File: config.mk
export PLATFORM = sky130hd
export DESIGN_NAME = tccs_top
export DESIGN_NICKNAME = d
export VERILOG_FILES = /design/src/pkg/tccs_pkg.sv /design/src/design/tccs_chan.sv /design/src/design/tccs_top.sv
export VERILOG_INCLUDE_DIRS = /design/src /design/src/pkg
export SDC_FILE = /design/constraint.sdc
export NUM_CORES = 1
export LEC_CHECK = 0
export BUFFER_PORTS_ARGS = -buffer_cell sky130_fd_sc_hd__buf_2
export CAP_MARGIN = 10
export CORE_MARGIN = 2
export CORE_UTILIZATION = 43
export CTS_BUF_LIST = sky130_fd_sc_hd__clkbuf_16
export CTS_CLUSTER_DIAMETER = 60
export DETAILED_ROUTE_END_ITERATION = 8
export PLACE_DENSITY = 0.72
export SETUP_SLACK_MARGIN = 0.4
export SYNTH_ARGS = -nofsm -noshare
export SYNTH_HDL_FRONTEND = slang
export SYNTH_SLANG_ARGS = --single-unit
File: constraint.sdc
create_clock -name clock_i -period 2.6 [get_ports clock_i]
set_input_delay 0.52 -clock clock_i [delete_from_list [all_inputs] [get_ports clock_i]]
set_output_delay 0.52 -clock clock_i [all_outputs]
set_load 0.005 [all_outputs]
File: src/pkg/tccs_map.svh
// Offsets, field positions, reset values and limits of the count clock control block.
// Assumes inclusion by the design and bench files by bare name.
`ifndef TCCS_MAP_SVH
`define TCCS_MAP_SVH
// Register indices; the byte address is four times the index, decoded in a 12-bit window
`define TCCS_IDX_CTRL_CH0 16'h5068
`define TCCS_IDX_CTRL_CH1 16'h5069
`define TCCS_OFS_CTRL_CH0 12'h1A0
`define TCCS_OFS_CTRL_CH1 12'h1A4
`define TCCS_CTRL_RESET 8'h00
`define TCCS_DIV_MSB 7
`define TCCS_DIV_LSB 4
`define TCCS_SRC_MSB 3
`define TCCS_SRC_LSB 2
`define TCCS_SHARED_BIT 1
`define TCCS_GATE_BIT 0
`define TCCS_DIV_MAX_INT 4'hE
`define TCCS_DIV_MAX_SLOW 4'h8
`define TCCS_PRESCALE_W 14
`define TCCS_RESP_OKAY 2'h0
`define TCCS_RESP_SLVERR 2'h2
`endif

File: src/pkg/tccs_pkg.sv
// Types shared by the count clock control block.
// Assumes tccs_map.svh holds the numeric constants.
package tccs_pkg;
	typedef enum logic [1:0] {
		TCCS_SRC_INT_RC = 2'h0,
		TCCS_SRC_SLOW_XTAL = 2'h1,
		TCCS_SRC_FAST_XTAL = 2'h2,
		TCCS_SRC_EXT_PIN = 2'h3
	} tccs_src_t;

	typedef struct packed {
		logic [3:0] prescale_select;
		tccs_src_t source_select;
		logic shared_clock_mode;
		logic count_clock_gate;
	} tccs_ctrl_t;

	typedef struct packed {
		logic [11:0] awaddr;
		logic awvalid;
		logic [31:0] wdata;
		logic [3:0] wstrb;
		logic wvalid;
		logic bready;
		logic [11:0] araddr;
		logic arvalid;
		logic rready;
	} tccs_axi_req_t;

	typedef struct packed {
		logic awready;
		logic wready;
		logic [1:0] bresp;
		logic bvalid;
		logic arready;
		logic [31:0] rdata;
		logic [1:0] rresp;
		logic rvalid;
	} tccs_axi_rsp_t;

	typedef enum logic [2:0] {
		TCCS_WR_IDLE = 3'h1,
		TCCS_WR_COLLECT = 3'h2,
		TCCS_WR_RESP = 3'h4
	} tccs_wr_state_t;
endpackage

File: src/design/tccs_chan.sv
// One channel's count enable generator: source select, prescaler and gate.
// Assumes oscillator ticks are single-cycle pulses on clock_i and ext pin already synchronised.
`include "tccs_map.svh"
module tccs_chan (
	input wire logic clock_i,
	input wire logic rst_n_i,
	input wire tccs_pkg::tccs_ctrl_t ctrl_i,
	input wire logic [3:0] tick_i,
	output logic count_en_o
);
	typedef struct packed {
		logic [`TCCS_PRESCALE_W-1:0] div;
		logic en;
	} tccs_chan_st_t;

	tccs_chan_st_t q, d;
	logic src_tick;
	logic div_hit;
	logic [`TCCS_PRESCALE_W-1:0] mask;

	always_comb begin
		src_tick = tick_i[ctrl_i.source_select];
		mask = (`TCCS_PRESCALE_W'(1) << ctrl_i.prescale_select) - `TCCS_PRESCALE_W'(1);
		div_hit = ((q.div & mask) == mask);
		d = q;
		d.en = 1'b0;
		if (!ctrl_i.count_clock_gate) begin
			d.div = '0;
		end else if (src_tick) begin
			if (ctrl_i.source_select == tccs_pkg::TCCS_SRC_EXT_PIN) begin
				d.en = 1'b1;
			end else if (ctrl_i.prescale_select != 4'hF) begin
				d.div = q.div + `TCCS_PRESCALE_W'(1);
				d.en = div_hit;
			end
		end
	end

	always_ff @(posedge clock_i) begin
		if (!rst_n_i) begin
			q <= '0;
		end else begin
			q <= d;
		end
	end

	assign count_en_o = q.en;
endmodule // tccs_chan

File: src/design/tccs_top.sv
// Count clock control for a two-channel timer, with AXI4-Lite register access.
// Assumes oscillator ticks are single-cycle pulses in the clock_i domain; ext pins are asynchronous.
// Overview of operation
// - Internal sources divide by two to the prescale code; 0xF reserved, reset zero.
// - Slow crystal allows prescale codes up to 1/256 only.
// - Two-bit source field picks RC, slow crystal, fast crystal or pin.
// - Shared mode on channel 0 sends channel 0's clock to both channels.
// - With shared mode off, each channel uses its own settings.
// - Shared mode bit only in channel 0; channel 1 bit reads zero.
// - Count clock reaches a counter only while the supplying channel's gate bit is set (channel 0's in shared mode).
// - Gate bit resets to zero.
//
// Added by the designer: the AXI4-Lite register port.
`include "tccs_map.svh"
module tccs_top (
	input wire logic clock_i,
	input wire logic rst_n_i,
	input wire tccs_pkg::tccs_axi_req_t axi_req_i,
	output tccs_pkg::tccs_axi_rsp_t axi_rsp_o,
	input wire logic int_rc_tick_i,
	input wire logic slow_xtal_tick_i,
	input wire logic fast_xtal_tick_i,
	input wire logic [1:0] ext_count_clock_pin_i,
	output logic [1:0] count_en_o
);
	typedef struct packed {
		tccs_pkg::tccs_ctrl_t [1:0] ctrl;
		logic [1:0] ext_s1;
		logic [1:0] ext_s2;
		logic [1:0] ext_s3;
		tccs_pkg::tccs_wr_state_t wr_st;
		logic aw_have;
		logic w_have;
		logic [11:0] awaddr;
		logic [31:0] wdata;
		logic [3:0] wstrb;
		tccs_pkg::tccs_axi_rsp_t rsp;
		logic [1:0] cnt_en;
	} tccs_top_st_t;

	tccs_top_st_t q, d;
	logic [1:0] chan_en;
	logic [1:0] ext_tick;

	// Rising edge seen on the second and third stages only
	assign ext_tick = q.ext_s2 & ~q.ext_s3;

	function automatic tccs_pkg::tccs_ctrl_t wr_ctrl(input logic [7:0] v, input logic ch);
		tccs_pkg::tccs_ctrl_t c;
		c = tccs_pkg::tccs_ctrl_t'(v);
		if (ch) begin
			c.shared_clock_mode = 1'b0;
		end
		// Codes above 1/256 are unusable with the slow crystal; clamp them
		if (c.source_select == tccs_pkg::TCCS_SRC_SLOW_XTAL && c.prescale_select > `TCCS_DIV_MAX_SLOW) begin
			c.prescale_select = `TCCS_DIV_MAX_SLOW;
		end
		return c;
	endfunction

	always_comb begin
		d = q;
		d.ext_s1 = ext_count_clock_pin_i;
		d.ext_s2 = q.ext_s1;
		d.ext_s3 = q.ext_s2;
		if (q.ctrl[0].shared_clock_mode) begin
			d.cnt_en = {2{chan_en[0]}};
		end else begin
			d.cnt_en = chan_en;
		end
		// Write channel
		if (axi_req_i.awvalid && q.rsp.awready) begin
			d.aw_have = 1'b1;
			d.awaddr = axi_req_i.awaddr;
		end
		if (axi_req_i.wvalid && q.rsp.wready) begin
			d.w_have = 1'b1;
			d.wdata = axi_req_i.wdata;
			d.wstrb = axi_req_i.wstrb;
		end
		case (q.wr_st)
			tccs_pkg::TCCS_WR_IDLE, tccs_pkg::TCCS_WR_COLLECT: begin
				d.wr_st = tccs_pkg::TCCS_WR_COLLECT;
				if (q.aw_have && q.w_have) begin
					d.rsp.bresp = `TCCS_RESP_OKAY;
					if (q.awaddr[11:2] == 10'(`TCCS_IDX_CTRL_CH0)) begin
						if (q.wstrb[0]) d.ctrl[0] = wr_ctrl(q.wdata[7:0], 1'b0);
					end else if (q.awaddr[11:2] == 10'(`TCCS_IDX_CTRL_CH1)) begin
						if (q.wstrb[0]) d.ctrl[1] = wr_ctrl(q.wdata[7:0], 1'b1);
					end else begin
						d.rsp.bresp = `TCCS_RESP_SLVERR;
					end
					d.rsp.bvalid = 1'b1;
					d.aw_have = 1'b0;
					d.w_have = 1'b0;
					d.wr_st = tccs_pkg::TCCS_WR_RESP;
				end
			end
			tccs_pkg::TCCS_WR_RESP: begin
				if (axi_req_i.bready) begin
					d.rsp.bvalid = 1'b0;
					d.wr_st = tccs_pkg::TCCS_WR_IDLE;
				end
			end
			default: begin
				d.wr_st = tccs_pkg::TCCS_WR_IDLE;
			end
		endcase
		// Each ready only while its own channel holds nothing and no response is pending
		d.rsp.awready = !d.aw_have && d.wr_st != tccs_pkg::TCCS_WR_RESP;
		d.rsp.wready = !d.w_have && d.wr_st != tccs_pkg::TCCS_WR_RESP;
		// Read channel: arready pulses with the accept, rvalid holds until rready
		d.rsp.arready = 1'b0;
		if (q.rsp.rvalid) begin
			if (axi_req_i.rready) begin
				d.rsp.rvalid = 1'b0;
			end
		end else if (axi_req_i.arvalid && !q.rsp.arready) begin
			d.rsp.arready = 1'b1;
			d.rsp.rvalid = 1'b1;
			d.rsp.rresp = `TCCS_RESP_OKAY;
			if (axi_req_i.araddr[11:2] == 10'(`TCCS_IDX_CTRL_CH0)) begin
				d.rsp.rdata = {24'h000000, q.ctrl[0]};
			end else if (axi_req_i.araddr[11:2] == 10'(`TCCS_IDX_CTRL_CH1)) begin
				d.rsp.rdata = {24'h000000, q.ctrl[1]};
			end else begin
				d.rsp.rdata = 32'h00000000;
				d.rsp.rresp = `TCCS_RESP_SLVERR;
			end
		end
	end

	always_ff @(posedge clock_i) begin
		if (!rst_n_i) begin
			q <= '0;
			q.wr_st <= tccs_pkg::TCCS_WR_IDLE;
		end else begin
			q <= d;
		end
	end

	genvar g;
	generate
		for (g = 0; g < 2; g++) begin : g_chan
			tccs_chan u_chan (
				.clock_i(clock_i),
				.rst_n_i(rst_n_i),
				.ctrl_i(q.ctrl[g]),
				.tick_i({ext_tick[g], fast_xtal_tick_i, slow_xtal_tick_i, int_rc_tick_i}),
				.count_en_o(chan_en[g])
			);
		end
	endgenerate

	assign axi_rsp_o = q.rsp;
	assign count_en_o = q.cnt_en;
endmodule // tccs_top

## After elaboration in Yosys (flattened, before gate mapping)

Index checks and enable logic that the tools add are counted.

- Register bits: 120
- Bits in latches: 0
- Memory bits (writable): 0
- ROM bits: 0
- Input bits: 72
- Output and inout port bits: 43
- Logic and storage cells: 116
- Memories kept: 0

- Add/subtract/negate cells: 4
- $mul: 0
- Divide/modulo/power cells: 0
- Magnitude comparators: 3
- Equal/unequal tests: 17
- Shift operators: 2
- Mux-type cells: 28
- Bitwise operators: 9
- Reduce and logical (&&, ||, !) cells: 24

Operator list:

| kind | count |
|---|---|
| 10-bit by 7-bit equality test with 1-bit output (second input constant) | 4 |
| 36-bit two-way mux | 1 |
| 14-bit by 1-bit adder with 14-bit output (second input constant) | 2 |
| 14-bit AND | 2 |
| 14-bit equality test | 2 |
| 1-bit by 4-bit << shifter with 14-bit output (first input constant) | 2 |
| 14-bit by 2-bit subtractor with 14-bit output (second input constant) | 2 |
| 8-bit two-way mux | 2 |
| 3-bit AND reduction | 5 |
| 1-bit two-way mux | 12 |
| 2-bit two-way mux | 6 |
| 4-bit != test (second input constant) | 2 |
| 2-bit AND reduction | 4 |
| 1-bit logical AND | 7 |
| 2-bit by 3-bit less-than comparator with 1-bit output (second input constant) | 2 |
| 3-bit one-hot mux with 2 select lines | 1 |
| 5-bit two-way mux | 1 |
| 1-bit inverter | 5 |
| 5-bit AND reduction | 1 |
| 1-bit binary-select mux with 2-bit select | 2 |
| 2-bit equality test (second input constant) | 2 |
| 4-bit greater-than comparator (second input constant) | 1 |
| 4-bit two-way mux | 1 |
| 2-bit != test (second input constant) | 2 |
| other kinds (13) | 16 |

## Depth between registers and ports, before layout

Gate-level depths: netlist (run 1).

- Depth after elaboration: 6
- Mapped depth: 11
- Mapped depth without buffers: 9

## Modules after synthesis

A second synthesis (run 1) with hierarchy kept.

- Cell total of the unflattened synthesis: 557
- Area total of the unflattened synthesis: 4733.3 µm²

Modules (own cells, without submodules):

| module | times used | cells each | area each (µm²) | seq. area each (µm²) |
|---|---|---|---|---|
| tccs_top | 1 | 297 | 2691.3 | 1241.2 |
| tccs_chan | 2 | 130 | 1021.0 | 300.3 |

## Worst setup path before layout (run 1)

OpenSTA, ideal clock, no wires.

- Path kind: reg2reg
- Start: register q[115] (netlist bit)
- End: register g_chan[1].u_chan.q, in the netlist g_chan[1].u_chan.count_en_o
- Data arrival time: 2.118 ns
- Data required time: 2.531 ns
- Slack: 0.413 ns
- Stages on the path, launching flop included: 11
- Buffers on the path: 2
- Cell sequence: dfxtp_1 clkbuf_1 inv_1 nand3_1 ha_1 clkbuf_1 xnor2_1 o2111ai_1 a2111oi_0 nand4_1 o21ai_1

- Cells in the longest elaborated chain, start to end: 6

Ends and longest elaborated chain:

| item | RTL line | text |
|---|---|---|
| start: declaration | tccs_top.sv:41 | `tccs_top_st_t q, d;` |
| 1-bit by 4-bit << shifter with 14-bit output (no source line) | n/a |  |
| 14-bit by 2-bit subtractor with 14-bit output | tccs_chan.sv:23 | `` mask = (`TCCS_PRESCALE_W'(1) << ctrl_i.prescale_select) - `TCCS_PRESCALE_W'(1); `` |
| 14-bit AND | tccs_chan.sv:24 | `div_hit = ((q.div & mask) == mask);` |
| 14-bit equality test | tccs_chan.sv:24 |  |
| 1-bit two-way mux (*) | tccs_chan.sv:32 | `end else if (ctrl_i.prescale_select != 4'hF) begin` |
| 1-bit two-way mux (*) | tccs_chan.sv:30 | `if (ctrl_i.source_select == tccs_pkg::TCCS_SRC_EXT_PIN) begin` |
| end signal: assignment | tccs_chan.sv:41 | `q <= '0;` |
| end signal: assignment | tccs_chan.sv:43 | `q <= d;` |
| end: declaration | tccs_chan.sv:16 | `tccs_chan_st_t q, d;` |

Every way passes the cells marked *; elsewhere a longest branch is shown, timed or not.
A chain may end at the register's enable or synchronous reset.

## Worst setup path after layout (run 1)

- Start: register q[116] (netlist bit)
- End: register g_chan[1].u_chan.q, in the netlist g_chan[1].u_chan.count_en_o

Same word-level chain as after synthesis.

==> results.txt, run 1 <==
RSZ-0062 raised after global routing: no
Area grow syn2layout: 11.2%
Max Used Layer: met4
Final Max Slew Viols: 0
CTS buffer count: 9
Worst-path clk slew: 70 ps
Syn avg cell area: 7.98 sq um
CP max FO: 7
Fin area: 5090 sq um
Initial DRC count: 189
Static Leak: 1.98 nW
Worst slew pin tran: 546 ps
First-pass GRT wire length: 16.7 mm
Crit end category: flop
Remaining Overflow, GRT: 0
Final antenna-violating net count: 0
CP max-delay cell: or4_1
Remaining DRCs: 0
Element type at the critical path start: flop
TritonRoute pass-1 iters: 4
Synth area leaders: dfxtp_1, buf_4, nor2_1, nand2_1, a21oi_1
Core area: 10300 sq um
Drt total wl: 10.2 mm
Most frequent cells in the layout: dfxtp_1, nor2_1, nand2_1
Final Hold Violating Endpoints: 0
Post-synth ARST share: 0%
Skew-Pair Late Insertion Delay: 340 ps
FMAX: 487 MHz
CP arrival: 2290 ps
Share of cells above drive strength 1: 15.9%
Average wire per standard cell: 13.6 um
DP Area: 4750 sq um
Via-per-instance ratio: 5.24
Distinct cells, synth: 56
Setup TNS: 0 ps
Deepest clock path buffer count: 2
# diodes: 0
PortBufs: 57
Run status: finished, final reports clean
H-tree levels: 3
Met3 routed WL: 465 um
Yosys reg bits: 92
Pwr dens: 576 nW/um^2
Initial Util: 44.4%
Total die area: 11500 sq um
Vias in the first global route: 3603
Total clock sinks: 92
GPL Wtd Cong: 0.875
CTS root buf: clkbuf_16
Post-synthesis sequential area ratio: 40.2%
Global Route Usage Sum: 18.0%
CTS tree: yes
Post-CTS Hold Buffers: 0
Post-synth EDFFs: 0
Hold WC Path Type: primary input to flop
Most used DFF post-synth: dfxtp_1
Post-DP HPWL: 7.38 mm
Die Wd: 107 um
Post-Syn Instances: 574
Final Skew: 8.66 ps
Cell area after synthesis: 4580 sq um
Yosys warns: 0
Via count: 3911
IO Pins: 115
Critical Path RT: 2830 ps
Critical path type: flop to flop
Layout Nets: 682
Maximum vdd drop: 0.273 mV
Slew HR: 63.5%
Crit share post-route: 79.0%
Met1 WL: 4.56 mm
Die H: 107 um
Largest net degree at the start of global routing: 33
Post-layout min period: 2050 ps
Initial antenna violation count: 0
Core Rows: 37
Max-cap violations: 0
Yosys top cell area share: 40.2%
# setup viols final: 0
Commonest non-fill, non-tap cell in the layout: dfxtp_1
Slowest stage delay, CP: 410 ps
Crit path cell chain: nor2_2 > nand3_1 > ha_4 > or4_1 > a211o_1 > a22oi_1 > a2111oi_0 > nand4_1 > o21ai_1
Synth area leader: dfxtp_1
WL met2: 4.94 mm
==> kinds of logic after synthesis <==
| logic type | synth area share (%) |
|---|---|
| simple gates | 24.9 |
| compound gates | 14.0 |
| flops | 40.2 |
| buf+inv | 10.7 |
| xor+xnor | 4.21 |
| mux | 4.62 |
| fa+ha+maj | 1.31 |
| other cells | 0.0819 |
==> area by class of cell <==
cell class / instances / area (sq um)
Clock buffer: 9 / 225
Sequential cell: 92 / 1850
Timing Repair Buffer: 69 / 375
Inverter: 12 / 45.0
Clock inverter: 7 / 67.6
Tap cell: 136 / 170
Multi-Input combinational cell: 422 / 2360
Fill cell: 980 / 5230
==> power by group <==
group	internal, mW	leakage [nW]	switching [mW]
combinational	0.0757	1.09	0.106
clock	0.673	0.145	0.596
sequential	1.45	0.748	0.0277
==> Yosys cell counts (4+ instances only) <==
master,count
dfxtp_1,92
nor2_1,74
nand2_1,69
a21oi_1,45
buf_4,43
o21ai_0,27
clkbuf_1,24
mux2i_1,20
nand3_1,18
xnor2_1,14
nor3_1,13
and2_1,12
inv_1,11
xor2_1,8
nand4_1,7
nor2b_1,7
nor4_1,7
and3_1,6
nand2b_1,6
or3_1,6
a22oi_1,5
ha_1,4
==> final timing paths <==
kind | depth (start not counted) | endpoint | from | slack [ps]
setup / recovery | 9 | g_chan[1].u_chan.count_en_o | q[116] | 550
hold / removal | 2 | d[99] | ext_count_clock_pin_i[1] | 400
setup reg to reg | 9 | g_chan[1].u_chan.count_en_o | q[116] | 550
hold reg to reg | 1 | d[97] | d[99] | 430
==> registers in the layout, indices dropped and copies added, names as in the netlist <==
name	cells
q	41
g_chan.u_chan.q	28
axi_rsp_o	15
count_en_o	2
g_chan.u_chan.count_en_o	2
d	4
==> timing repair <==
action / in CTS / in global routing
buffers inserted: 0 / 3
endpoints found under the setup margin: 1 / 3
resized for setup: 1 / 7
pin swaps: 0 / 2
==> critical path: cells and delay by family, from the launching register on <==
kind	cells	cell delay (ps)
adder cells (fa/ha/maj)	1	220
AND/OR/NAND/NOR	4	840
AO/OA/AOI/OAI	4	570
flip-flops	1	320
==> per-stage QoR <==
stage               util, %  setup WS [ps]  std cells  power [mW]  hold slack (ps)
floorplan                 -            413        599        1.66              412
global placement       46.0            438        728        1.69              420
detailed placement     46.0            392        728        1.69              419
CTS                    48.9            460        744        2.96              398
global route           49.3            401        747        3.05              404
finish                 49.3            546        747        2.93              397
==> metal layers <==
metal	up-vias	GRT usage, %
met1	1825	22.6
met5	-	0
met3	17	3.28
met2	102	30.5
met4	0	7.24
li1	1967	-
(Power assumes the default switching activity.)
==> run 2: changes to the inputs <==
--- a/config.mk
+++ b/config.mk
@@ -13,7 +13,7 @@
 export CTS_BUF_LIST = sky130_fd_sc_hd__clkbuf_16
 export CTS_CLUSTER_DIAMETER = 60
 export DETAILED_ROUTE_END_ITERATION = 8
-export PLACE_DENSITY = 0.72
+export PLACE_DENSITY = 0.74
 export SETUP_SLACK_MARGIN = 0.4
 export SYNTH_ARGS = -nofsm -noshare
 export SYNTH_HDL_FRONTEND = slang
==> constraint.sdc (replaced) <==
create_clock -name clock_i -period 1.8 [get_ports clock_i]
set_input_delay 0.36 -clock clock_i [delete_from_list [all_inputs] [get_ports clock_i]]
set_output_delay 0.36 -clock clock_i [all_outputs]
set_load 0.005 [all_outputs]
==> run 2 against run 1 <==
Against the previous run: the run now ends with negative setup slack left; final cell count up 7.0%; clock power up 49%; worst setup slack worse by 690 ps; sequential power up 45%; wire length up 14%; hold slack worse by 170 ps; critical path depth unchanged; utilization up 9.8 points; register-to-register slack worse by 690 ps; fmax up 5.5%; power up 48%; critical endpoint unchanged; largest power group unchanged.
==> results.txt, run 2 (synthesis results as in run 1) <==
Run status: complete, but fails checks
Violated checks: negative setup slack
CTS buffer count: 9
CTS tree: yes
FMAX: 514 MHz
Share of cells above drive strength 1: 36.5%
Post-layout min period: 1950 ps
Final Skew: 7.37 ps
Global Route Usage Sum: 19.7%
Post-DP HPWL: 7.78 mm
PnR Total Power: 4.34 mW
Non-Filler Instances: 799
Max-cap violations: 0
Critical Path RT: 2040 ps
Most frequent cells in the layout: dfxtp_1, nand2_1, nor2_1
Initial Util: 44.4%
Total clock sinks: 92
Worst-path clk slew: 70 ps
Pwr dens: 711 nW/um^2
CP max FO: 3
Via-per-instance ratio: 5.26
Final antenna-violating net count: 0
TritonRoute pass-1 iters: 4
Remaining Overflow, GRT: 0
Largest net degree at the start of global routing: 21
Crit share post-route: 108%
Remaining DRCs: 0
Hold Path Depth: 2
Final Max Slew Viols: 0
Initial antenna violation count: 0
Crit end category: flop
First-pass GRT wire length: 18.1 mm
Post-CTS Hold Buffers: 0
Largest Register: q
Setup slack after layout: -146 ps
Total die area: 11500 sq um
Maximum vdd drop: 0.562 mV
Core area: 10300 sq um
CP arrival: 2180 ps
Core Rows: 37
H-tree levels: 3
# setup viols final: 2
IO Pins: 115
Filler cell count: 853
Initial DRC count: 220
Reg2reg path depth: 9
RSZ-0062 raised after global routing: yes
Deepest clock path buffer count: 2
Skew-Pair Late Insertion Delay: 340 ps
Setup WS pre-CTS: -139 ps
Die Wd: 107 um
Max reg flops: 41
Drt total wl: 11.6 mm
Via count: 4204
Die H: 107 um
Vias in the first global route: 3960
Layout Nets: 734
# diodes: 0
Area grow syn2layout: 33.4%
Final Hold Violating Endpoints: 0
Average wire per standard cell: 14.5 um
Final core occ: 59.2%
Static Leak: 2.42 nW
Dpl cells: 755
Critical path type: flop to flop
Element type at the critical path start: flop
PortBufs: 57
GPL Wtd Cong: 0.841
Hold WC Path Type: primary input to flop
Commonest non-fill, non-tap cell in the layout: dfxtp_1
CTS root buf: clkbuf_16
[run 2: changes by cell type in the layout (fill, tap and decap cells not counted), moves of 11 or more]
cell,previous run,this run
nor2_4,0,11
nand3_1,18,6
dfxtp_2,4,15
dfxtp_1,88,72
buf_4,12,43
buf_6,0,19
nor2_1,73,61
[run 2: final cells by class]
| type | count | area [sq um] | share of cell area, % |
|---|---|---|---|
| multi-input combinational | 422 | 2850 | 46.7 |
| sequential | 92 | 1880 | 30.8 |
| timing repair buffer | 121 | 862 | 14.1 |
| clock buffer | 9 | 225 | 3.69 |
| tap | 136 | 170 | 2.79 |
| clock inverter | 7 | 73.8 | 1.21 |
| inverter | 12 | 47.5 | 0.778 |
[run 2: stage by stage]
step	hold slack (ps)	TNS (ps)	area, sq um
2_1_floorplan	412	-112	4840
3_3_place_gp	434	-99.1	5030
3_5_place_dp	435	-139	5030
4_1_cts	215	-137	5670
5_1_grt	216	-385	6110
6_report	227	-202	6110
[run 2: worst max-delay path, cell delays in order, from the launching register on]
cell       delay (ps)
dfxtp_2           330
nor2_4            130
nand3_2            80
ha_2              200
or4_4             410
a211o_1           270
a22oi_1           160
a2111oi_1          80
nand4_1           100
o21ai_1            70
[run 2: power by group]
part | internal (mW) | leakage, nW | switching (mW)
clock | 1.08 | 0.152 | 0.804
sequential | 2.09 | 0.758 | 0.0511
combinational | 0.140 | 1.51 | 0.170
[run 2: repair_timing]
| item | in CTS | in global routing |
|---|---|---|
| pin swaps | 22 | 26 |
| buffers inserted | 13 | 14 |
| gates resized for setup | 65 | 77 |
| setup endpoints to repair | 45 | 54 |
| gates cloned | 0 | 1 |
[run 2: per-layer routing]
| metal | wire length [um] | track usage (%) | vias up | share of wire (%) |
|---|---|---|---|---|
| met1 | 4680 | 22.2 | 1964 | 40 |
| met4 | 490 | 9.74 | 0 | 4.2 |
| li1 | - | - | 2069 | - |
| met2 | 5890 | 35.1 | 127 | 51 |
| met5 | 0 | 0 | - | 0 |
| met3 | 536 | 4.13 | 44 | 4.6 |
[run 2: worst paths after layout]
| path | start | endpoint | slack [ps] |
|---|---|---|---|
| hold / removal | ext_count_clock_pin_i[1] | d[99] | 230 |
| hold reg to reg | d[98] | d[96] | 460 |
| setup reg to reg | q[117] | g_chan[1].u_chan.count_en_o | -150 |
| setup / recovery | q[117] | g_chan[1].u_chan.count_en_o | -150 |
==> run 3: changes to the inputs <==
==> constraint.sdc (replaced) <==
create_clock -name clock_i -period 1.8 [get_ports clock_i]
set_input_delay 0.36 -clock clock_i [delete_from_list [all_inputs] [get_ports clock_i]]
set_output_delay 0.36 -clock clock_i [all_outputs]
set_load 0.1 [all_outputs]
==> run 3 against run 2 <==
Against the previous run: the flow still finishes with violations (negative setup slack); die area stayed put; highest routed layer unchanged; via count fell by 1.7%; critical endpoint unchanged; first-iteration DRC count rose by 7.7%; count of clock-buffer cells in the layout did not move; global-route usage about the same; register-to-register slack about the same; sequential power about the same; hold slack improved by 1.7 ps; utilization down 0.097 points; largest cell class unchanged.
==> results.txt, run 3 (synthesis results as in run 1) <==
Post-DP HPWL: 7.78 mm
Largest Register: q
Crit end category: flop
Vias in the first global route: 3971
Via-per-instance ratio: 5.20
HP Start: ext_count_clock_pin_i[1]
Layout Nets: 730
Maximum vdd drop: 0.618 mV
IO Pins: 115
Worst-path clk slew: 70 ps
Violated checks: negative setup slack
Max-cap violations: 0
Average wire per standard cell: 14.1 um
TritonRoute pass-1 iters: 4
Total die area: 11500 sq um
Hold Path Depth: 2
Post-layout min period: 1950 ps
Hold endpoint: d[99]
Initial DRC count: 237
# setup viols final: 2
Worst r2r src: q[117]
Hold WC Path Type: primary input to flop
# diodes: 0
Remaining Overflow, GRT: 0
Via count: 4134
Pwr dens: 763 nW/um^2
CTS root buf: clkbuf_16
PortBufs: 57
Critical Path RT: 2030 ps
Final core occ: 59.1%
Final Max Slew Viols: 0
Global Route Usage Sum: 19.7%
CP max FO: 3
RR Endpoint: g_chan[1].u_chan.count_en_o
Hold_ws: 229 ps
Setup slack after layout: -146 ps
Initial antenna violation count: 0
Total clock sinks: 92
Max reg flops: 41
Final Hold Violating Endpoints: 0
Area grow syn2layout: 33.1%
Post-CTS Hold Buffers: 0
Largest net degree at the start of global routing: 21
FMAX: 514 MHz
Most frequent cells in the layout: dfxtp_1, nand2_1, nor2_1
Die H: 107 um
Skew-Pair Late Insertion Delay: 340 ps
Core area: 10300 sq um
Deepest clock path buffer count: 2
Critical path type: flop to flop
Element type at the critical path start: flop
Die Wd: 107 um
Remaining DRCs: 0
Static Leak: 2.39 nW
Share of cells above drive strength 1: 36.0%
CTS buffer count: 9
Run status: complete, but fails checks
Crit share post-route: 108%
Final Skew: 8.83 ps
CTS tree: yes
Filler cell count: 864
Final antenna-violating net count: 0
RSZ-0062 raised after global routing: yes
H-tree levels: 3
Drt total wl: 11.2 mm
Commonest non-fill, non-tap cell in the layout: dfxtp_1
First-pass GRT wire length: 18.0 mm
Core Rows: 37
R2R Setup Slk: -150 ps
Reg2reg path depth: 9
GPL Wtd Cong: 0.841
Setup WS pre-CTS: -139 ps
Initial Util: 44.4%
CP arrival: 2180 ps
[run 3: changes by cell type in the layout (fill, tap and decap cells not counted), sizes merged]
cell  previous run  this run
buf            121       117
[run 3: worst max-delay path, stage by stage (launching register included)]
cell and delay, ps:
dfxtp_2 330, nor2_4 130, nand3_2 80, ha_2 200, or4_4 410, a211o_1 270
a22oi_1 160, a2111oi_1 80, nand4_1 100, o21ai_1 70
[run 3: timing repair]
item | CTS | global route
buffers inserted | 13 | 10
pin swaps | 22 | 28
setup endpoints to repair | 62 | 55
endpoints found under the hold margin | 0 | 0
gates resized for setup | 82 | 76
cloned | 0 | 1
[run 3: layout make-up]
type	instances	area (sq um)	area share (%)
multi-input combinational	422	2840	46.6
timing repair buffer	117	862	14.1
clock buffer	9	225	3.69
inverter	12	47.5	0.780
sequential	92	1880	30.8
clock inverter	7	73.8	1.21
tap	136	170	2.79
[run 3: layer usage]
metal | GRT usage [%] | routed length (um) | vias to the layer above | part of all wire, %
met5 | 0 | 0 | - | 0
met4 | 9.55 | 372 | 0 | 3.3
met3 | 4.26 | 506 | 26 | 4.5
met2 | 35.0 | 5730 | 118 | 51
met1 | 22.2 | 4610 | 1926 | 41
li1 | - | - | 2064 | -
[run 3: per-stage QoR]
step / instance area, sq um / total power [mW] / TNS, ps / cells
2_1_floorplan: 4840 / 2.72 / -112 / 599
3_3_place_gp: 5030 / 2.75 / -99.1 / 755
3_5_place_dp: 5030 / 2.76 / -139 / 755
4_1_cts: 5710 / 4.68 / -137 / 784
5_1_grt: 6100 / 4.84 / -364 / 795
6_report: 6100 / 4.66 / -175 / 795
[run 3: worst max path at each step]
stage	startpoint	to
2_1_floorplan	q[117]	g_chan[1].u_chan.count_en_o
3_3_place_gp	q[117]	g_chan[1].u_chan.count_en_o
3_5_place_dp	q[117]	g_chan[1].u_chan.count_en_o
4_1_cts	q[117]	g_chan[1].u_chan.count_en_o
5_1_grt	q[117]	g_chan[1].u_chan.count_en_o
6_report	q[117]	g_chan[1].u_chan.count_en_o
[run 3: report_power, final]
group / switching (mW) / internal [mW]
registers: 0.0521 / 2.09
logic: 0.472 / 0.146
clock network: 0.807 / 1.08
